## src/design/deac_consts.vh

```
`ifndef DEAC_CONSTS_VH
`define DEAC_CONSTS_VH
// control register bit positions
`define DEAC_CTL_RD_START   0
`define DEAC_CTL_RD_EN      1
`define DEAC_CTL_WR_START   2
`define DEAC_CTL_WR_EN      3
// bank holding the control register
`define DEAC_CTRL_BANK      1'b1
// index of the control register within bank 1
`define DEAC_CTRL_LOC       8'h40
// read countdown load; a read takes one cycle more than this in the array
`define DEAC_RD_CYCLES      4'h2
// default write timer ticks (slow timer enables)
`define DEAC_WR_TICKS       8'h20
// terminal count of the internal write timer divider; the tick period is this plus one system clock
`define DEAC_TMR_DIV        8'h1f
`endif

```

## src/design/deac_ctrl.v

```verilog
`include "deac_consts.vh"
`timescale 1ns/1ps
`default_nettype none
// Behaviour
// software sets read_enable, then loads eeprom_addr_reg before reading
// read starts only when read_start is set while read_enable is high
// hardware clears read_start when the read ends; data then valid
// eeprom_data_reg holds until the next read or write
// software sets write_enable, loads address and data before writing
// write starts only when write_start is set while write_enable is high
// write length comes from a timer not tied to the bus timing
// hardware clears write_start when the byte is stored
// power-on clears write_enable
// power-on clears bank_pointer; control register only reachable in bank 1
// cycle end sets nvm_irq_flag and the multi-function request flag
// vector only with global, nvm, multi enables set and stack not full
// servicing clears only the multi-function flag; software clears nvm_irq_flag
// software keeps write_enable and bank_pointer cleared when idle
// software reaches the control register indirectly in bank 1
// control bits: read_start 0, read_enable 1, write_start 2, write_enable 3
// software clears control register and bank_pointer after the cycle
// eeprom_data_reg is 8-bit read/write, undefined at power-on; the code clears it to 8'h00 on reset
// software never sets both starts, nor all four bits, at once
// new start requests ignored while a cycle runs
module deac_ctrl #(
    parameter        AW       = 8,
    parameter        DEPTH    = 256,
    parameter [7:0]  WR_TICKS = `DEAC_WR_TICKS
) (
    input  wire          sys_clk_i,
    input  wire          resetn_i,
    // data register write port
    input  wire          data_wr_i,
    input  wire [7:0]    data_wdata_i,
    // address register write port
    input  wire          addr_wr_i,
    input  wire [AW-1:0] addr_wdata_i,
    // bank pointer write port
    input  wire          bank_wr_i,
    input  wire          bank_wdata_i,
    // control register access by indirect location
    input  wire          ctrl_wr_i,
    input  wire [7:0]    ctrl_loc_i,
    input  wire [3:0]    ctrl_wdata_i,
    // interrupt controls
    input  wire          irq_flag_clr_i,
    input  wire          nvm_irq_enable_i,
    input  wire          multi_enable_i,
    input  wire          global_enable_i,
    input  wire          stack_full_i,
    input  wire          irq_ack_i,
    output reg  [7:0]    eeprom_data_o,
    output reg  [AW-1:0] eeprom_addr_o,
    output reg  [3:0]    eeprom_ctrl_o,
    output reg           bank_pointer_o,
    output reg           busy_o,
    output reg           nvm_irq_flag_o,
    output reg           multi_irq_flag_o,
    output reg           irq_vector_o
);
    localparam [1:0] ST_IDLE = 2'b00;
    localparam [1:0] ST_READ = 2'b01;
    localparam [1:0] ST_WRITE = 2'b10;

    reg [7:0]    mem_reg [0:DEPTH-1];
    reg [1:0]    state_reg;
    reg [7:0]    cnt_reg;
    reg [AW-1:0] cyc_addr_reg;
    wire         tick;
    wire         ctrl_hit;
    wire         rd_go;
    wire         wr_go;
    wire         done;
    wire         rd_done;
    wire         wr_done;
    wire         vec_ok;

    deac_timer u_timer (
        .sys_clk_i (sys_clk_i),
        .resetn_i  (resetn_i),
        .tick_o    (tick)
    );

    assign ctrl_hit = ctrl_wr_i && (bank_pointer_o == `DEAC_CTRL_BANK)
                      && (ctrl_loc_i == `DEAC_CTRL_LOC);
    assign rd_go = ctrl_hit && (state_reg == ST_IDLE)
                   && ctrl_wdata_i[`DEAC_CTL_RD_START]
                   && ctrl_wdata_i[`DEAC_CTL_RD_EN];
    assign wr_go = ctrl_hit && (state_reg == ST_IDLE) && !rd_go
                   && ctrl_wdata_i[`DEAC_CTL_WR_START]
                   && ctrl_wdata_i[`DEAC_CTL_WR_EN];
    assign done = ((state_reg == ST_READ) && (cnt_reg == 8'h00))
                  || ((state_reg == ST_WRITE) && tick && (cnt_reg == 8'h00));

    // cycle end split by kind, and the vector gate
    assign rd_done = done && (state_reg == ST_READ);
    assign wr_done = done && (state_reg == ST_WRITE);
    assign vec_ok  = global_enable_i && nvm_irq_enable_i && multi_enable_i
                     && !stack_full_i;

    // cycle sequencer
    always @(posedge sys_clk_i or negedge resetn_i) begin
        if (!resetn_i) begin
            state_reg     <= ST_IDLE;
            cnt_reg       <= 8'h00;
            cyc_addr_reg  <= {AW{1'b0}};
            eeprom_ctrl_o <= 4'h0;
            busy_o        <= 1'b0;
        end else begin
            if (ctrl_hit && (state_reg == ST_IDLE)) begin
                eeprom_ctrl_o[`DEAC_CTL_RD_EN] <= ctrl_wdata_i[`DEAC_CTL_RD_EN];
                eeprom_ctrl_o[`DEAC_CTL_WR_EN] <= ctrl_wdata_i[`DEAC_CTL_WR_EN];
                eeprom_ctrl_o[`DEAC_CTL_RD_START] <= rd_go;
                eeprom_ctrl_o[`DEAC_CTL_WR_START] <= wr_go;
            end else if (ctrl_hit) begin
                // enables may change; starts stay owned by the running cycle
                eeprom_ctrl_o[`DEAC_CTL_RD_EN] <= ctrl_wdata_i[`DEAC_CTL_RD_EN];
                eeprom_ctrl_o[`DEAC_CTL_WR_EN] <= ctrl_wdata_i[`DEAC_CTL_WR_EN];
            end
            case (state_reg)
                ST_IDLE: begin
                    if (rd_go) begin
                        state_reg    <= ST_READ;
                        cnt_reg      <= {4'h0, `DEAC_RD_CYCLES};
                        cyc_addr_reg <= eeprom_addr_o;
                        busy_o       <= 1'b1;
                    end else if (wr_go) begin
                        state_reg    <= ST_WRITE;
                        cnt_reg      <= WR_TICKS;
                        cyc_addr_reg <= eeprom_addr_o;
                        busy_o       <= 1'b1;
                    end
                end
                ST_READ: begin
                    if (done) begin
                        state_reg <= ST_IDLE;
                        busy_o    <= 1'b0;
                        eeprom_ctrl_o[`DEAC_CTL_RD_START] <= 1'b0;
                    end else begin
                        cnt_reg <= cnt_reg - 8'h01;
                    end
                end
                ST_WRITE: begin
                    if (done) begin
                        state_reg <= ST_IDLE;
                        busy_o    <= 1'b0;
                        eeprom_ctrl_o[`DEAC_CTL_WR_START] <= 1'b0;
                    end else if (tick) begin
                        cnt_reg <= cnt_reg - 8'h01;
                    end
                end
                default: begin
                    state_reg <= ST_IDLE;
                    busy_o    <= 1'b0;
                end
            endcase
        end
    end

    // array storage, written at the end of a write cycle
    always @(posedge sys_clk_i) begin
        if (wr_done) begin
            mem_reg[cyc_addr_reg] <= eeprom_data_o;
        end
    end

    // data register: software writes, reads load it, otherwise it holds
    always @(posedge sys_clk_i or negedge resetn_i) begin
        if (!resetn_i) begin
            eeprom_data_o <= 8'h00;
        end else if (rd_done) begin
            eeprom_data_o <= mem_reg[cyc_addr_reg];
        end else if (data_wr_i && !busy_o) begin
            eeprom_data_o <= data_wdata_i;
        end
    end

    // address register and bank pointer
    always @(posedge sys_clk_i or negedge resetn_i) begin
        if (!resetn_i) begin
            eeprom_addr_o  <= {AW{1'b0}};
            bank_pointer_o <= 1'b0;
        end else begin
            if (addr_wr_i) begin
                eeprom_addr_o <= addr_wdata_i;
            end
            if (bank_wr_i) begin
                bank_pointer_o <= bank_wdata_i;
            end
        end
    end

    // completion interrupt
    always @(posedge sys_clk_i or negedge resetn_i) begin
        if (!resetn_i) begin
            nvm_irq_flag_o   <= 1'b0;
            multi_irq_flag_o <= 1'b0;
        end else begin
            if (done) begin
                nvm_irq_flag_o <= 1'b1;
            end else if (irq_flag_clr_i) begin
                nvm_irq_flag_o <= 1'b0;
            end
            if (done) begin
                multi_irq_flag_o <= 1'b1;
            end else if (irq_ack_i) begin
                multi_irq_flag_o <= 1'b0;
            end
        end
    end

    // vector request follows its conditions one cycle late, dropped on acknowledge
    always @(posedge sys_clk_i or negedge resetn_i) begin
        if (!resetn_i) begin
            irq_vector_o <= 1'b0;
        end else begin
            irq_vector_o <= vec_ok && multi_irq_flag_o && nvm_irq_flag_o
                            && !irq_ack_i;
        end
    end
endmodule // deac_ctrl
`default_nettype wire

```

## src/design/deac_timer.v

```verilog
`include "deac_consts.vh"
`timescale 1ns/1ps
`default_nettype none
// free-running divider producing the write timer tick
module deac_timer #(
    parameter [7:0] DIV = `DEAC_TMR_DIV
) (
    input  wire       sys_clk_i,
    input  wire       resetn_i,
    output reg        tick_o
);
    reg [7:0] cnt_reg;
    always @(posedge sys_clk_i or negedge resetn_i) begin
        if (!resetn_i) begin
            cnt_reg <= 8'h00;
            tick_o  <= 1'b0;
        end else if (cnt_reg == DIV) begin
            cnt_reg <= 8'h00;
            tick_o  <= 1'b1;
        end else begin
            cnt_reg <= cnt_reg + 8'h01;
            tick_o  <= 1'b0;
        end
    end
endmodule // deac_timer
`default_nettype wire

```

## config.mk

```make
export PLATFORM = sky130hd
export DESIGN_NAME = deac_ctrl
export DESIGN_NICKNAME = d
export VERILOG_FILES = /design/src/design/deac_ctrl.v /design/src/design/deac_timer.v
export VERILOG_INCLUDE_DIRS = /design/src /design/src/design
export SDC_FILE = /design/constraint.sdc
export NUM_CORES = 2
export LEC_CHECK = 0
export ABC_AREA = 1
export CAP_MARGIN = 15
export CORE_MARGIN = 10
export CORE_UTILIZATION = 45
export CTS_CLUSTER_DIAMETER = 40
export DETAILED_ROUTE_END_ITERATION = 10
export DONT_BUFFER_PORTS = 1
export PLACE_DENSITY = 0.58
export SLEW_MARGIN = 20
export SYNTH_ARGS = -nofsm -noshare
export SYNTH_HDL_FRONTEND = slang
export SYNTH_SLANG_ARGS = --single-unit
```

## constraint.sdc

```tcl
create_clock -name sys_clk_i -period 4.9 [get_ports sys_clk_i]
set_input_delay 0.98 -clock sys_clk_i [delete_from_list [all_inputs] [get_ports sys_clk_i]]
set_output_delay 0.98 -clock sys_clk_i [all_outputs]
set_load 0.005 [all_outputs]
```

==> results.json <==
{
  "areaGrowthSynthToFinish_pct": 14.72,
  "rsz_0062_raised_after_global_routing": "no",
  "wire_length_of_the_first_global_routing_pass_um": 359100,
  "final_core_util_pct": 51.83,
  "power_total_uw": 42580,
  "final_period_minus_worst_setup_slack_ps": 4134,
  "largest_register_ffs": 2048,
  "synth_common_cells": "4641 x nand2_1, 2048 x edfxtp_1, 604 x nor2_1, 194 x buf_2, 182 x clkbuf_1",
  "intPower_uw": 33070,
  "largest_family_of_logic_cells_by_synthesized_area": "simple AND/OR/NAND/NOR gates",
  "dp_hpwl_um": 135800,
  "antenna_violating_nets_post_route": 0,
  "p_comb_share_pct": 4.0,
  "cts-buffers-inserted": 301,
  "startpoint": "cnt_reg[0]",
  "placement.setup.worst_slack_ps": 827.6,
  "yosys.area_share.xor_xnor_pct": 0.08070,
  "busiest_layer": "met2",
  "timing_max_transition_violations_final": 0,
  "synth_area_leaders": "edfxtp_1 71%, nand2_1 20%, nor2_1 2.6%",
  "finalSetupTns_ps": 0,
  "critical_path.reg2reg.endpoint": "mem_reg[161][1]",
  "synth_compound_area_share_pct": 1.039,
  "leakage_power_of_the_design_uw": 0.03884,
  "grt_antenna_before_repair": 8,
  "yosys_register_bits": 2100,
  "postSynthAreaPerCell_um2": 10.57,
  "die_outline_area_um2": 210900,
  "switching_power_uw": 9503,
  "p_sw_share_pct": 22.32,
  "muxShareOfSynthArea_pct": 0.1038,
  "grtUsageMet2_pct": 36.17,
  "drt-initial-drc-count": 5626,
  "share_seq_of_total_power_pct": 47.2,
  "drt_via_density": 5.260,
  "post-cts-setup-buffer-count": 0,
  "synthFlopType": "edfxtp_1",
  "worst-r2r-setup-slack_ps": 770,
  "report.final.setup_viol": 0,
  "tritoncts_num_sinks": 2100,
  "clkSlewWorstSetupHoldPaths_ps": 60,
  "max_slew_headroom_pct": 21.07,
  "tightest_slew_ps": 1180,
  "post-synth-top-count-cell": "nand2_1",
  "maximum_number_of_pins_on_one_net_before_global_route_repair": 206,
  "clock_tree_from_tritoncts": "done",
  "drc": 0,
  "detail_route.wirelength_um": 241400,
  "cts-root-to-sink-buffers": 4,
  "use_met3_pct": 3.740,
  "vdd.ir_drop.worst_mv": 0.3379,
  "crit_path_end": "mem_reg[161][1]",
  "startpoint_type": "flop",
  "die_x_um": 459.2,
  "sequential_share_of_the_synthesized_area_pct": 72.33,
  "die_height_um": 459.2,
  "setup_slack_ps": 766.1,
  "synth_nets": 8265,
  "met1_usage_in_global_routing_pct": 30.93,
  "io_pins": 66,
  "number_of_enable_type_register_cells_in_the_synthesized_netlist": 2048,
  "final_non_filler_cell_area_um2": 99600,
  "skew_pair_late_insertion_delay_ps": 930,
  "gp_congestion": 0.8581,
  "reg2reg_depth": 10,
  "overflow": 0,
  "fp-row-count": 161,
  "cellPowerDensity_nw_per_um2": 427.4,
  "post_dp_cell_area_um2": 89930,
  "max_freq_mhz": 241.9,
  "syn_inst": 8217,
  "area_share_of_fa_ha_maj_cells_after_synthesis_pct": 0.1009,
  "post-synth-top-area-cell": "edfxtp_1",
  "r2r-start": "cnt_reg[0]",
  "port_buffers": 0,
  "start_util_pct": 45.18,
  "yosys_warnings": 0,
  "drt-pass1-iter-count": 6,
  "synth_top_area_share_pct": 70.83,
  "timing.final.crit_share_pct": 84.37,
  "max_cap_violations": 0,
  "antenna_cells": 0,
  "cts.repair.resized": 0,
  "criticalPathCategory": "flop to flop",
  "cp_data_required_time_ps": 5420,
  "clock-root-buffer": "clkbuf_16",
  "core-area_um2": 192200,
  "ys_async_sr_fraction_pct": 2.476,
  "clkPwrFrac_pct": 48.8,
  "cp-end-kind": "flop",
  "grtUsageTotal_pct": 22.48,
  "report.final.hold_viol_count": 0,
  "ctsHtreeMaxLevel": 5,
  "result_of_the_run": "finished, final reports clean",
  "syn_area_um2": 86820,
  "drive_above_1_share_pct": 8.023,
  "routedWlPerCell_um": 21.92,
  "netlist-cell-type-count": 34,
  "post_synth_and_or_nand_nor_area_fraction_pct": 24.04,
  "nets": 8315,
  "hold_class": "primary input to flop",
  "critical_path_arrival_ps": 4660,
  "vias": 57930,
  "cp_max_fo": 16,
  "number_of_global_route_vias_before_repair": 56690,
  "clock_skew_ps": 65.12
}
[power by group through the flow]
stage	sequential, µW	clock, µW	combinational [µW]
floorplan	20700	0	737
global placement	20500	0	1670
detailed placement	20500	0	1680
CTS	20100	21000	1700
global route	20100	21800	1850
finish	20100	20800	1700
[through the flow]
stage	cells	hold WS, ps
after global placement	10490	450.8
after global routing	11010	99.64
final	11010	137.5
after detailed placement	10490	450.8
after floorplan	8217	432.9
after CTS	11010	82.66
[cells by family after synthesis]
family | count (synthesis)
adder cells (fa/ha/maj) | 7
multiplexers | 8
AO/OA/AOI/OAI | 174
flip-flops | 2100
XOR/XNOR | 8
AND/OR/NAND/NOR | 5465
buffers and inverters | 455
[layout make-up]
| cell class | count | area (µm²) |
|---|---|---|
| clock buffers | 339 | 7781 |
| fillers | 16950 | 92570 |
| inverters | 42 | 185.2 |
| repair buffers | 160 | 1669 |
| clock inverters | 185 | 1859 |
| flip-flops and latches | 2100 | 62840 |
| multi-input cells | 5662 | 22110 |
| well taps | 2526 | 3161 |
[cells in the final DEF (no fill, tap or decap), types with 2 or more instances in the layout]
master and instances:
a21oi_1 69, buf_12 34, buf_16 2, buf_4 123
bufinv_16 23, clkbuf_1 33, clkbuf_16 306, clkinv_1 29
clkinv_2 32, clkinv_4 21, clkinv_8 5, clkinvlp_4 32
dfrtp_1 42, dfrtp_4 10, edfxtp_1 2048, ha_1 7
inv_1 35, inv_2 3, inv_6 37, inv_8 10
mux2_2 8, nand2_1 4624, nand2_2 18, nand2_4 4
nand3_1 170, nand4_1 29, nor2_1 601, nor2_2 2
nor2_4 4, nor3_1 4, nor3_2 2, nor4_1 2
o21ai_0 45, o21ai_1 48, o21bai_1 8, o31ai_1 3
or2_2 2, xnor2_1 2, xor2_1 6
[routing by layer]
metal / vias up / part of all wire (%) / wire length, µm
met5: - / 0.0054 / 13
met2: 2156 / 47 / 112700
met4: 2 / 3.5 / 8414
met3: 459 / 7.1 / 17030
li1: 27190 / - / -
met1: 28130 / 43 / 103300
[how the worst min path moves through the flow]
stage / from / end / slack, ps / cells after the start
after global placement: u_timer.cnt_reg[0] / u_timer.cnt_reg[0] / 450 / 1
after CTS: irq_ack_i / irq_vector_o / 80 / 1
after global routing: irq_ack_i / irq_vector_o / 100 / 1
after floorplan: u_timer.cnt_reg[0] / u_timer.cnt_reg[0] / 430 / 1
after detailed placement: u_timer.cnt_reg[0] / u_timer.cnt_reg[0] / 450 / 1
final: irq_ack_i / irq_vector_o / 140 / 1
[critical path, stage by stage (launching register included)]
cell and delay [ps]:
dfrtp_1 360, inv_1 150, ha_1 170, nand4_1 140, a21oi_2 180, inv_1 90, nor2_1 360, inv_1 330
nor3_2 510, nand2_1 660, nor2_1 780
[what timing repair did]
| item | CTS | global route |
|---|---|---|
| hold endpoints to repair | 52 | 0 |
| hold buffers | 2 | 0 |
| setup endpoints to repair | 0 | 0 |
Note: power is estimated with default switching activity, not from simulation.
